[config.mk]
export PLATFORM = sky130hd
export DESIGN_NAME = sbcl_command_legality
export DESIGN_NICKNAME = d
export VERILOG_FILES = /design/src/sbcl_pkg.sv /design/src/sbcl_bank_if.sv /design/src/sbcl_bank_fsm.sv /design/src/sbcl_command_legality.sv
export SDC_FILE = /design/constraint.sdc
export NUM_CORES = 1
export LEC_CHECK = 0
export BUFFER_PORTS_ARGS = -buffer_cell sky130_fd_sc_hd__buf_2
export CAP_MARGIN = 10
export CORE_ASPECT_RATIO = 0.5
export CORE_MARGIN = 3
export CORE_UTILIZATION = 33
export CTS_BUF_LIST = sky130_fd_sc_hd__clkbuf_16
export DETAILED_ROUTE_END_ITERATION = 10
export GPL_TIMING_DRIVEN = 0
export PLACE_DENSITY_LB_ADDON = 0.05
export SYNTH_ARGS = -nofsm -noshare
export SYNTH_HDL_FRONTEND = slang
export SYNTH_SLANG_ARGS = --single-unit
[constraint.sdc]
create_clock -name mclk -period 3.2 [get_ports mclk]
set_input_delay 0.32 -clock mclk [delete_from_list [all_inputs] [get_ports mclk]]
set_output_delay 0.32 -clock mclk [all_outputs]
set_load 0.03 [all_outputs]
[src/sbcl_pkg.sv]
package sbcl_pkg;
  // ==========================================================
  // Command encoding: {ras, cas, we} after chip select low
  // ==========================================================
  localparam logic [2:0] CMD_NOP = 3'h7;
  localparam logic [2:0] CMD_ACT = 3'h3;
  localparam logic [2:0] CMD_RD = 3'h5;
  localparam logic [2:0] CMD_WR = 3'h4;
  localparam logic [2:0] CMD_BST = 3'h6;
  localparam logic [2:0] CMD_PRE = 3'h2;
  localparam logic [2:0] CMD_REF = 3'h1;
  localparam logic [2:0] CMD_LMR = 3'h0;

  // ==========================================================
  // Geometry and timing
  // ==========================================================
  localparam int NUM_BANKS = 4;
  localparam int CLK_PERIOD_NS = 100;
  localparam int PRECHARGE_TIME_NS = 15;
  localparam int ACTIVATE_TO_ACCESS_TIME_NS = 15;
  localparam int REFRESH_CYCLE_TIME_NS = 72;
  localparam int MODE_REGISTER_TIME_NS = 10;
  localparam int BURST_CYCLES = 4;
  localparam int CNT_W = 8;

  // Least times round up, never below one cycle
  function automatic int cyc(input int ns);
    int c;
    c = (ns + CLK_PERIOD_NS - 1) / CLK_PERIOD_NS;
    return (c < 1) ? 1 : c;
  endfunction

  localparam int PRECHARGE_CYC = cyc(PRECHARGE_TIME_NS);
  localparam int ACTIVATE_CYC = cyc(ACTIVATE_TO_ACCESS_TIME_NS);
  localparam int REFRESH_CYC = cyc(REFRESH_CYCLE_TIME_NS);
  localparam int MODE_REG_CYC = cyc(MODE_REGISTER_TIME_NS);

  // Per-bank state
  typedef enum logic [2:0] {
    SBCL_IDLE, SBCL_ACTIVATING, SBCL_ACTIVE, SBCL_READ, SBCL_WRITE,
    SBCL_PRECHARGING, SBCL_READ_AP, SBCL_WRITE_AP
  } sbcl_bank_e;

  // Device-wide state
  typedef enum logic [2:0] {
    SBCL_DEV_NORMAL, SBCL_DEV_REFRESH, SBCL_DEV_MODE_REG,
    SBCL_DEV_PRE_ALL, SBCL_DEV_DEEP_PD
  } sbcl_dev_e;
endpackage

[src/sbcl_bank_if.sv]
`timescale 1ns/1ns
`default_nettype none
// Command broadcast from the decoder to one bank tracker
interface sbcl_bank_if;
  logic hit;
  logic [2:0] cmd;
  logic autoPre;
  logic preAll;
  logic burstEnd;
  logic [2:0] state;
  logic busy;
  modport ctrl (output hit, cmd, autoPre, preAll, burstEnd,
    input state, busy);
  modport bank (input hit, cmd, autoPre, preAll, burstEnd,
    output state, busy);
endinterface
`default_nettype wire

[src/sbcl_bank_fsm.sv]
`timescale 1ns/1ns
`default_nettype none
// ============================================================
// One bank's state machine with its minimum-time counter
// ============================================================
module sbcl_bank_fsm #(
  parameter int PRE_CYC = 1,
  parameter int ACT_CYC = 1
) (
  // Clock and reset
  input wire logic mclk,
  input wire logic rstn,
  input wire logic ce,
  // Command port
  sbcl_bank_if.bank bus
);
  import sbcl_pkg::*;

  sbcl_bank_e state;
  logic [CNT_W-1:0] timer;

  assign bus.state = state;
  assign bus.busy = (state == SBCL_ACTIVATING) ||
    (state == SBCL_PRECHARGING) || (state == SBCL_READ_AP) ||
    (state == SBCL_WRITE_AP);

  // Bank state and timer; illegal commands are left unexecuted
  always_ff @(posedge mclk or negedge rstn) begin
    if (!rstn) begin
      state <= SBCL_IDLE;
      timer <= '0;
    end else if (ce) begin
      if (timer != '0) begin
        timer <= timer - 1'b1;
      end
      unique case (state)
        SBCL_IDLE: begin
          if (bus.hit && bus.cmd == CMD_ACT) begin
            state <= SBCL_ACTIVATING;
            timer <= CNT_W'(ACT_CYC - 1);
          end
        end
        SBCL_ACTIVATING, SBCL_PRECHARGING: begin
          // Finishes on its own once the time is met
          if (timer == '0) begin
            state <= (state == SBCL_ACTIVATING) ? SBCL_ACTIVE : SBCL_IDLE;
          end
        end
        SBCL_READ_AP, SBCL_WRITE_AP: begin
          // Busy from registration until precharge time is met
          if (timer == '0) begin
            state <= SBCL_IDLE;
          end
        end
        SBCL_ACTIVE, SBCL_READ, SBCL_WRITE: begin
          if (bus.hit && (bus.cmd == CMD_RD || bus.cmd == CMD_WR)) begin
            if (bus.autoPre) begin
              state <= (bus.cmd == CMD_RD) ? SBCL_READ_AP : SBCL_WRITE_AP;
              timer <= CNT_W'(BURST_CYCLES + PRE_CYC - 1);
            end else begin
              state <= (bus.cmd == CMD_RD) ? SBCL_READ : SBCL_WRITE;
              timer <= CNT_W'(BURST_CYCLES - 1);
            end
          end else if ((bus.hit || bus.preAll) && bus.cmd == CMD_PRE) begin
            // Truncates any open burst
            state <= SBCL_PRECHARGING;
            timer <= CNT_W'(PRE_CYC - 1);
          end else if (bus.burstEnd && state != SBCL_ACTIVE) begin
            state <= SBCL_ACTIVE;
          end else if (state != SBCL_ACTIVE && timer == '0) begin
            state <= SBCL_ACTIVE;
          end
        end
      endcase
    end
  end
endmodule
`default_nettype wire

[src/sbcl_command_legality.sv]
`timescale 1ns/1ns
`default_nettype none
// Behaviour
// - Burst-terminate with clock enable low, all banks idle, enters deepest power-down.
// - Deepest power-down loses array contents; data flagged invalid.
// - Chip select high or all strobes high: no new operation.
// - Idle bank takes activate; refresh and mode load are device-wide.
// - Row-active bank takes read, write and precharge.
// - Read burst takes read, write, precharge, burst terminate.
// - Write burst takes read, write or truncating precharge.
// - Bank states follow precharge, activate and burst completion times.
// - Auto-precharge access keeps bank busy until precharge time met.
// - Burst terminate ends the latest read, whichever bank.
// - Idle bank n does not restrict commands to bank m.
// - Busy bank n allows activate, read, write, precharge elsewhere.
// - New burst to another bank replaces a running burst without auto-precharge.
// - Auto-precharge bit high on read or write closes the row.
// - Auto-precharge bit high on precharge selects all banks.
module sbcl_command_legality #(
  parameter int PRE_CYC = sbcl_pkg::PRECHARGE_CYC,
  parameter int ACT_CYC = sbcl_pkg::ACTIVATE_CYC,
  parameter int RFC_CYC = sbcl_pkg::REFRESH_CYC,
  parameter int MRD_CYC = sbcl_pkg::MODE_REG_CYC
) (
  // Clock, reset and freeze
  input wire logic mclk,
  input wire logic rstn,
  input wire logic ce,
  // Command pins, active low strobes
  input wire logic memClkEn,
  input wire logic chipSelN,
  input wire logic rasN,
  input wire logic casN,
  input wire logic weN,
  input wire logic bankSelectLow,
  input wire logic bankSelectHigh,
  input wire logic autoPrechargeAddressBit,
  // Status
  output logic [4*3-1:0] bankState,
  output logic [2:0] deviceState,
  output logic burstBank,
  output logic [1:0] lastReadBank,
  output logic dataInvalid,
  output logic protocolError,
  output logic cmdAccepted
);
  import sbcl_pkg::*;

  // ==========================================================
  // Command decode
  // ==========================================================
  logic cePrev;
  sbcl_dev_e devState;
  logic [CNT_W-1:0] devTimer;
  logic [1:0] readBank;
  logic readValid;
  logic [1:0] bankAddr;
  logic [2:0] cmd;
  logic cmdValid;
  logic anyBusy;
  logic allIdle;
  logic anyBurst;
  logic legal;
  logic [NUM_BANKS-1:0] busyVec;
  logic [NUM_BANKS-1:0] idleVec;
  logic [NUM_BANKS-1:0] burstVec;
  logic [NUM_BANKS-1:0] preOkVec;
  // Bank states gathered so they can be picked by a run-time index
  logic [NUM_BANKS-1:0][2:0] stateArr;

  sbcl_bank_if bif [NUM_BANKS] ();

  assign bankAddr = {bankSelectHigh, bankSelectLow};
  assign cmd = {rasN, casN, weN};
  // Deselect or all strobes high: nothing new happens
  // Table commands need clock enable high now and before
  assign cmdValid = !chipSelN && cmd != CMD_NOP && memClkEn && cePrev &&
    devState == SBCL_DEV_NORMAL;

  // Per-bank precharge test, idle included, used only for all-bank precharge
  function automatic logic pre_ok(input logic [2:0] s);
    return s == SBCL_ACTIVE || s == SBCL_READ || s == SBCL_WRITE ||
      s == SBCL_IDLE;
  endfunction

  // ==========================================================
  // Four bank machines
  // ==========================================================
  generate
    for (genvar b = 0; b < NUM_BANKS; b++) begin : g_bank
      // Bank-select decode
      assign bif[b].hit = cmdValid && legal && bankAddr == 2'(b);
      assign bif[b].cmd = cmd;
      assign bif[b].autoPre = autoPrechargeAddressBit;
      // All-bank precharge ignores bank select
      assign bif[b].preAll = cmdValid && legal && autoPrechargeAddressBit;
      // Ends this bank's open burst: a burst terminate aimed at the
      // latest read, or a new burst to another bank
      assign bif[b].burstEnd = cmdValid && legal &&
        ((cmd == CMD_BST && readValid && readBank == 2'(b)) ||
        ((cmd == CMD_RD || cmd == CMD_WR) && bankAddr != 2'(b)));
      assign stateArr[b] = bif[b].state;
      assign busyVec[b] = bif[b].busy;
      assign idleVec[b] = bif[b].state == SBCL_IDLE;
      assign burstVec[b] = bif[b].state == SBCL_READ ||
        bif[b].state == SBCL_WRITE || bif[b].state == SBCL_READ_AP ||
        bif[b].state == SBCL_WRITE_AP;
      assign preOkVec[b] = pre_ok(bif[b].state);
      sbcl_bank_fsm #(.PRE_CYC(PRE_CYC), .ACT_CYC(ACT_CYC)) u_bank (
        .mclk(mclk),
        .rstn(rstn),
        .ce(ce),
        .bus(bif[b])
      );
    end
  endgenerate

  assign anyBusy = |busyVec;
  assign allIdle = &idleVec;
  assign anyBurst = |burstVec;

  // ==========================================================
  // Legality of the command against the addressed bank
  // ==========================================================
  logic [2:0] tgtState;
  always_comb begin
    tgtState = 3'h0;
    for (int i = 0; i < NUM_BANKS; i++) begin
      if (bankAddr == 2'(i)) begin
        tgtState = stateArr[i];
      end
    end
  end

  // Other banks never restrict bank m
  always_comb begin
    legal = 1'b0;
    unique case (cmd)
      CMD_ACT: legal = tgtState == SBCL_IDLE;
      CMD_RD, CMD_WR: begin
        legal = tgtState == SBCL_ACTIVE || tgtState == SBCL_READ ||
          tgtState == SBCL_WRITE;
      end
      CMD_PRE: begin
        if (autoPrechargeAddressBit) begin
          legal = (&preOkVec) && !anyBusy;
        end else begin
          legal = tgtState == SBCL_ACTIVE || tgtState == SBCL_READ ||
            tgtState == SBCL_WRITE;
        end
      end
      CMD_BST: legal = readValid;
      CMD_REF, CMD_LMR: legal = allIdle && !anyBurst;
      default: legal = 1'b0;
    endcase
  end

  // ==========================================================
  // Clock-enable history
  // ==========================================================
  always_ff @(posedge mclk or negedge rstn) begin
    if (!rstn) begin
      cePrev <= 1'b0;
    end else if (ce) begin
      cePrev <= memClkEn;
    end
  end

  // ==========================================================
  // Device-wide state: refresh, mode load, precharge all, DEEPEST_POWER_DOWN
  // ==========================================================
  always_ff @(posedge mclk or negedge rstn) begin
    if (!rstn) begin
      devState <= SBCL_DEV_NORMAL;
      devTimer <= '0;
    end else if (ce) begin
      if (devTimer != '0) begin
        devTimer <= devTimer - 1'b1;
      end
      unique case (devState)
        SBCL_DEV_NORMAL: begin
          if (!chipSelN && cmd == CMD_BST && !memClkEn && cePrev &&
              allIdle) begin
            devState <= SBCL_DEV_DEEP_PD;
          end else if (cmdValid && legal && cmd == CMD_REF) begin
            devState <= SBCL_DEV_REFRESH;
            devTimer <= CNT_W'(RFC_CYC - 1);
          end else if (cmdValid && legal && cmd == CMD_LMR) begin
            devState <= SBCL_DEV_MODE_REG;
            devTimer <= CNT_W'(MRD_CYC - 1);
          end else if (cmdValid && legal && cmd == CMD_PRE &&
              autoPrechargeAddressBit) begin
            devState <= SBCL_DEV_PRE_ALL;
            devTimer <= CNT_W'(PRE_CYC - 1);
          end
        end
        SBCL_DEV_REFRESH, SBCL_DEV_MODE_REG, SBCL_DEV_PRE_ALL: begin
          // Returns to all-banks-idle when the time is met
          if (devTimer == '0) begin
            devState <= SBCL_DEV_NORMAL;
          end
        end
        SBCL_DEV_DEEP_PD: begin
          // Leaves only by clock enable rising; needs full init after
          if (memClkEn) begin
            devState <= SBCL_DEV_NORMAL;
          end
        end
      endcase
    end
  end

  // ==========================================================
  // Latest read tracking; a newer burst replaces it
  // ==========================================================
  always_ff @(posedge mclk or negedge rstn) begin
    if (!rstn) begin
      readBank <= 2'h0;
      readValid <= 1'b0;
    end else if (ce) begin
      if (cmdValid && legal && cmd == CMD_RD &&
          !autoPrechargeAddressBit) begin
        readBank <= bankAddr;
        readValid <= 1'b1;
      end else if (cmdValid && legal &&
          (cmd == CMD_BST || cmd == CMD_WR ||
          (cmd == CMD_RD && autoPrechargeAddressBit))) begin
        readValid <= 1'b0;
      end else if (stateArr[readBank] != SBCL_READ) begin
        readValid <= 1'b0;
      end
    end
  end

  // ==========================================================
  // Status outputs, all registered
  // ==========================================================
  always_ff @(posedge mclk or negedge rstn) begin
    if (!rstn) begin
      bankState <= '0;
      deviceState <= 3'h0;
      burstBank <= 1'b0;
      lastReadBank <= 2'h0;
    end else if (ce) begin
      for (int i = 0; i < NUM_BANKS; i++) begin
        bankState[i*3 +: 3] <= stateArr[i];
      end
      deviceState <= devState;
      burstBank <= anyBurst;
      lastReadBank <= readBank;
    end
  end

  // Contents lost on deep power-down, cleared by mode load after init
  always_ff @(posedge mclk or negedge rstn) begin
    if (!rstn) begin
      dataInvalid <= 1'b1;
    end else if (ce) begin
      if (devState == SBCL_DEV_DEEP_PD) begin
        dataInvalid <= 1'b1;
      end else if (cmdValid && legal && cmd == CMD_LMR) begin
        dataInvalid <= 1'b0;
      end
    end
  end

  // Flag rather than execute anything out of the tables
  always_ff @(posedge mclk or negedge rstn) begin
    if (!rstn) begin
      protocolError <= 1'b0;
      cmdAccepted <= 1'b0;
    end else if (ce) begin
      // Any command during device busy, or illegal
      protocolError <= !chipSelN && cmd != CMD_NOP && memClkEn && cePrev &&
        (devState != SBCL_DEV_NORMAL || !legal);
      cmdAccepted <= cmdValid && legal;
    end
  end
endmodule
`default_nettype wire

==> results of run 1 <==
## sequential cells by signal (all words and copies together), names as in the netlist, 2 cells and up
register / cells
lastReadBank: 2
bankState: 12
g_bank.u_bank.timer: 32
devTimer: 8
deviceState: 3
g_bank.u_bank.bus.state: 12
readBank: 2
devState: 3
## critical path, cell delays in order, from the launching register on
cell and delay (ns):
dfrtp_2 0.48, mux4_2 0.54, mux2i_1 0.14, or3_1 0.35
buf_2 0.18, a31o_1 0.23, buf_6 0.16, or3_4 0.44
a31oi_4 0.21, mux2_1 0.34
## metal layers
metal	wire [µm]	track usage (%)	up-vias
met5	0	0	-
met4	104	3.32	0
met3	1430	6.28	12
met2	7870	29.3	151
met1	10300	34.0	2593
li1	-	-	2504
## power groups by stage
| stage | clock, mW | combinational [mW] | sequential, mW |
|---|---|---|---|
| 4_1_cts | 1.16 | 2.08 | 1.59 |
| 2_1_floorplan | 0 | 1.38 | 1.67 |
| 3_5_place_dp | 0 | 2.02 | 1.60 |
| 6_report | 1.13 | 2.15 | 1.61 |
| 3_3_place_gp | 0 | 2.01 | 1.60 |
| 5_1_grt | 1.21 | 2.36 | 1.67 |
## metrics by stage
| stage | instances | utilization, % | total power, mW | hold slack [ns] | worst slack [ns] |
|---|---|---|---|---|---|
| finish | 918 | 40.0 | 4.89 | 0.320 | 0.0171 |
| global route | 918 | 40.0 | 5.24 | 0.332 | -0.0698 |
| CTS | 910 | 39.1 | 4.83 | 0.303 | 0.00585 |
| detailed placement | 894 | 36.8 | 3.62 | 0.326 | -0.584 |
| global placement | 893 | 36.6 | 3.61 | 0.463 | -0.626 |
| floorplan | 636 | - | 3.05 | 0.0244 | 0.221 |
## cell type report
class                   count  area [µm²]
plain buffers              38         181
inverters                  25        93.8
repair buffers             43         273
flip-flops and latches     80        2010
multi-input cells         489        3470
clock inverters             7        88.8
fillers                  1728        9930
well taps                 227         284
clock buffers               9         225
## what timing repair did
action / CTS / global route
endpoints found under the hold margin: 35 / 0
endpoints found under the setup margin: 43 / 41
buffers inserted: 2 / 9
hold buffers: 1 / 0
resized for setup: 11 / 18
pin swaps: 1 / 5
## worst max path at each step
stage	end	slack (ns)	cells past startpoint
after floorplan	devState[1]	0.22	10
after global placement	g_bank[2].u_bank.timer[1]	-0.63	9
after detailed placement	g_bank[2].u_bank.timer[0]	-0.58	9
after CTS	g_bank[2].u_bank.bus.state[0]	0.006	8
after global routing	devState[1]	-0.07	9
final	devState[1]	0.02	9
## layout by cell type (no fill, tap or decap), types with 9 or more instances in the layout
cell type	n
nand2_1	52
ha_1	12
a22o_1	9
nand3_1	29
nor2_1	46
nor2b_1	9
nand2b_1	15
a21oi_1	31
nor3_1	22
clkbuf_16	9
o21ai_0	39
buf_2	34
clkbuf_1	22
dfrtp_1	76
inv_1	25
a31oi_1	12
mux2_2	29
or3_1	11
buf_4	13
## logic make-up after synthesis
group,Yosys count,share of synthesized area [%]
DFF,80,35.6
adders and majority gates,12,2.67
xor gates and xnor gates,2,0.311
muxes,42,8.91
AOI/OAI and AO/OA,189,25.0
and+or+nand+nor,244,22.6
buffers and inverters,67,4.96
==> flow_summary.ini, run 1 <==
[run_status]
status = finished clean

[power]
peakVddDrop_uv = 321
swShare_pct = 41.7
netSwitchingPower_mw = 2.04
p_leak_nw = 2.72
p_int_mw = 2.85
seq_power_share_pct = 33.0
p_per_area_nw_per_um2 = 738
p_comb_share_pct = 43.9
p_clk_share_pct = 23.2

[layout]
drive_gt1_share_pct = 19.8
area_growth_pct = 17.6
fin_area_um2 = 6620
final_nets = 709
diodes = 0

[setup_path]
required_ns = 3.44
rrSetupSlack_ns = 0.02
r2r_cells = 9
critPathLaunch = g_bank[0].u_bank.bus.state[2]
rr_endpoint = devState[1]
worstSetupPathType = flop to flop
r2r-start = g_bank[0].u_bank.bus.state[2]
critPathMaxFanout = 10
start_kind = flop
cp.arrival_ns = 3.42
cp-end-kind = flop

[placed_design]
placement.cell_area_um2 = 6090
place.gp.congestion = 0.926
hpwl_um = 14200
port_buffers = 30

[clocking]
clockBufferDepth = 2
clock_sinks = 80
cts_root_buf = clkbuf_16
clk_latency_ns = 0.35
path_clk_slew_ns = 0.07
htree_num_levels = 3
numCtsBuffers = 9
cts_tree = yes

[timing]
finalCritPeriodShare_pct = 99.5
finalSetupViolations = 0
period_needed_ns = 3.18
relSlewSlack_pct = 38.7
final-hold-violation-count = 0
slew_viol_final = 0
rsz0062_at_grt = true
clock_skew_ns = 0.0106
setup_tns_ns = 0
fmax_ghz = 0.314
tightest_slew_ns = 0.920

[logic_synthesis]
async_reset_ff_share_pct = 100
synth_area_leaders = dfrtp_1 (35%), mux2_2 (5.8%), o21ai_0 (3.5%)
synth.most_common_cell = dfrtp_1
synth_area_leader_cell = dfrtp_1
ys_ff_latch = 80
synthFlopType = dfrtp_1
yosysTopAreaCellShare_pct = 35.1
synth_area_per_cell_um2 = 8.85
synth-edff-count = 0
synthesis.nets = 659
synthCells = 636
synthTopCellsByCount = dfrtp_1 (79), nand2_1 (52), nor2_1 (46), o21ai_0 (39), a21oi_1 (31)
ys_types = 83
ys_seq_area_share_pct = 35.6
syn-cell-area_um2 = 5630
yosysWarnings = 0

[global_routing]
grt_max_degree = 46
grt.total_usage_pct = 21.6
grt_antenna_before_repair = 0
grt_pass1_vias = 4957
grt_first_pass_wirelength_um = 30800
grt.overflow.total = 0

[routing]
route.detailed.drc = 0
first_pass_iters = 7
vias = 5260
wl_per_cell_um = 21.5
drt-initial-drc-count = 478
ant_nets = 0
via_per_inst = 5.73
drt_wl_total_um = 19700

[die]
start_util_pct = 34.0
die-area_um2 = 18800
die-width_um = 191
core-area_um2 = 16600
die_y_um = 98.4
io_pins = 32
rows = 33

[hold_path]
hold_end = cePrev
holdCritStartpoint = memClkEn
hold_class = input port to flop
holdPathStages = 2

[flow_run]
cap_violations = 0
Note: power is estimated with default switching activity, not from simulation.
==> run 2, diff against run 1 <==
REMOVE_ABC_BUFFERS = 1   (was default)
==> run 2 against run 1 <==
Clock skew about the same; via count down 3.7%; highest routed layer unchanged; clock power about the same; combinational power down 9.8%; count of clock-buffer cells in the layout unchanged.
==> flow_summary.ini, run 2 (synthesis results as in run 1) <==
[setup_path]
critPathMaxFanout = 10
cp.arrival_ns = 3.35
required_ns = 3.43
r2r_cells = 7
slowest_delay_ns = 0.55
worstSetupPathType = flop to flop
crit_chain = mux4_2 > mux2i_1 > or3_4 > a31o_4 > or3_4 > a31oi_4 > mux2_1
cp-end-kind = flop
start_kind = flop
slowest_stage = mux4_2
path_common_cell = or3_4

[flow_run]
cap_violations = 0

[layout]
final_common_cell = dfrtp_1
drive_gt1_share_pct = 19.7
layout_common_cells = dfrtp_1 (73), nand2_1 (52), nor2_1 (46)
diodes = 0
fillCellCount = 1701
fin_area_um2 = 6490
regMostFlops = g_bank.u_bank.timer
reg_top3 = g_bank.u_bank.timer (32), bankState (12), g_bank.u_bank.bus.state (12)
final_nets = 678
fin_util_pct = 39.2
largest_reg_flops = 32
final_cells = 887
area_growth_pct = 15.3

[timing]
tightest_slew_ns = 1.11
hold_slack_ns = 0.312
period_needed_ns = 3.12
relSlewSlack_pct = 26.2
final-hold-violation-count = 0
rsz0062_at_grt = false
finalCritPeriodShare_pct = 97.6
clock_skew_ns = 0.0108
finalSetupViolations = 0
setup_tns_ns = 0
slew_viol_final = 0
fmax_ghz = 0.320

[die]
die_y_um = 98.4
start_util_pct = 34.0
die-width_um = 191
rows = 33
die-area_um2 = 18800
core-area_um2 = 16600
io_pins = 32

[hold_path]
hold_class = input port to flop
holdPathStages = 2

[clocking]
htree_num_levels = 3
numCtsBuffers = 9
clockBufferDepth = 2
cts_root_buf = clkbuf_16
path_clk_slew_ns = 0.06
clock_sinks = 80
clk_latency_ns = 0.35
cts_tree = yes

[global_routing]
grt-busiest-layer = met1
grt_pass1_vias = 4807
grt_max_degree = 75
grt_antenna_before_repair = 0
use_met2_pct = 26.2
grt_first_pass_wirelength_um = 28200
grt_util_met1_pct = 30.4
grt.total_usage_pct = 19.2
use_met3_pct = 4.77
grt.overflow.total = 0

[run_status]
status = finished clean

[routing]
first_pass_iters = 5
ant_nets = 0
vias = 5063
route.detailed.drc = 0
wl_per_cell_um = 19.6
drt_wl_total_um = 17400
drt-initial-drc-count = 438
via_per_inst = 5.71

[power]
p_leak_nw = 2.67
peakVddDrop_uv = 310
p_per_area_nw_per_um2 = 735

[placed_design]
dp.cells = 854
port_buffers = 31
hpwl_um = 11900
place.gp.congestion = 0.882
placement.cell_area_um2 = 5940
## run 2: metal layers
layer / part of all wire (%) / vias to the layer above
li1: - / 2443
met1: 54 / 2495
met4: 0.84 / 0
met3: 5.5 / 14
met5: 0 / -
met2: 40 / 111
## run 2: critical path: cells and delay by family, from the launching register on
kind / cells / cell delay, ns
AOI/OAI and AO/OA: 2 / 0.57
DFF: 1 / 0.50
muxes: 3 / 1.03
and+or+nand+nor: 2 / 0.90
## run 2: final cells by class
class	count	area, µm²	area share, %
Clock buffer	9	225	3.47
Sequential cell	80	2010	31.0
Tap cell	227	284	4.38
Multi-Input combinational cell	490	3460	53.4
Timing Repair Buffer	49	330	5.09
Clock inverter	7	82.6	1.27
Inverter	25	93.8	1.45
## run 2: metrics by stage
step,power [mW],setup WS (ns)
floorplan,2.98,0.124
global placement,3.53,-1.20
detailed placement,3.53,-0.716
CTS,4.74,-0.0493
global route,5.12,0.00658
finish,4.77,0.0771
## run 2: path summary, 6_finish.rpt
| path | endpoint | slack [ns] | from |
|---|---|---|---|
| worst min-delay path | cePrev | 0.31 | memClkEn |
| worst max-delay path | devState[1] | 0.08 | g_bank[0].u_bank.bus.state[2] |
| worst max register to register | devState[1] | 0.08 | g_bank[0].u_bank.bus.state[2] |
| max in group asynchronous | dataInvalid | 2.06 | rstn |
| worst min register to register | protocolError | 0.48 | protocolError |
| min in group asynchronous | devTimer[4] | 0.49 | rstn |
## run 2: repair_timing
action,CTS,global route
pin swaps,2,4
gates cloned,1,0
endpoints found under the setup margin,50,40
endpoints found under the hold margin,37,0
buffers inserted,8,7
hold buffers,1,0
gates resized for setup,12,14
## run 2: power by group
group,internal [mW],leakage (nW),total [mW],switching (mW)
registers,1.33,0.970,1.73,0.406
clock network,0.673,0.161,1.10,0.425
logic,0.818,1.53,1.94,1.12
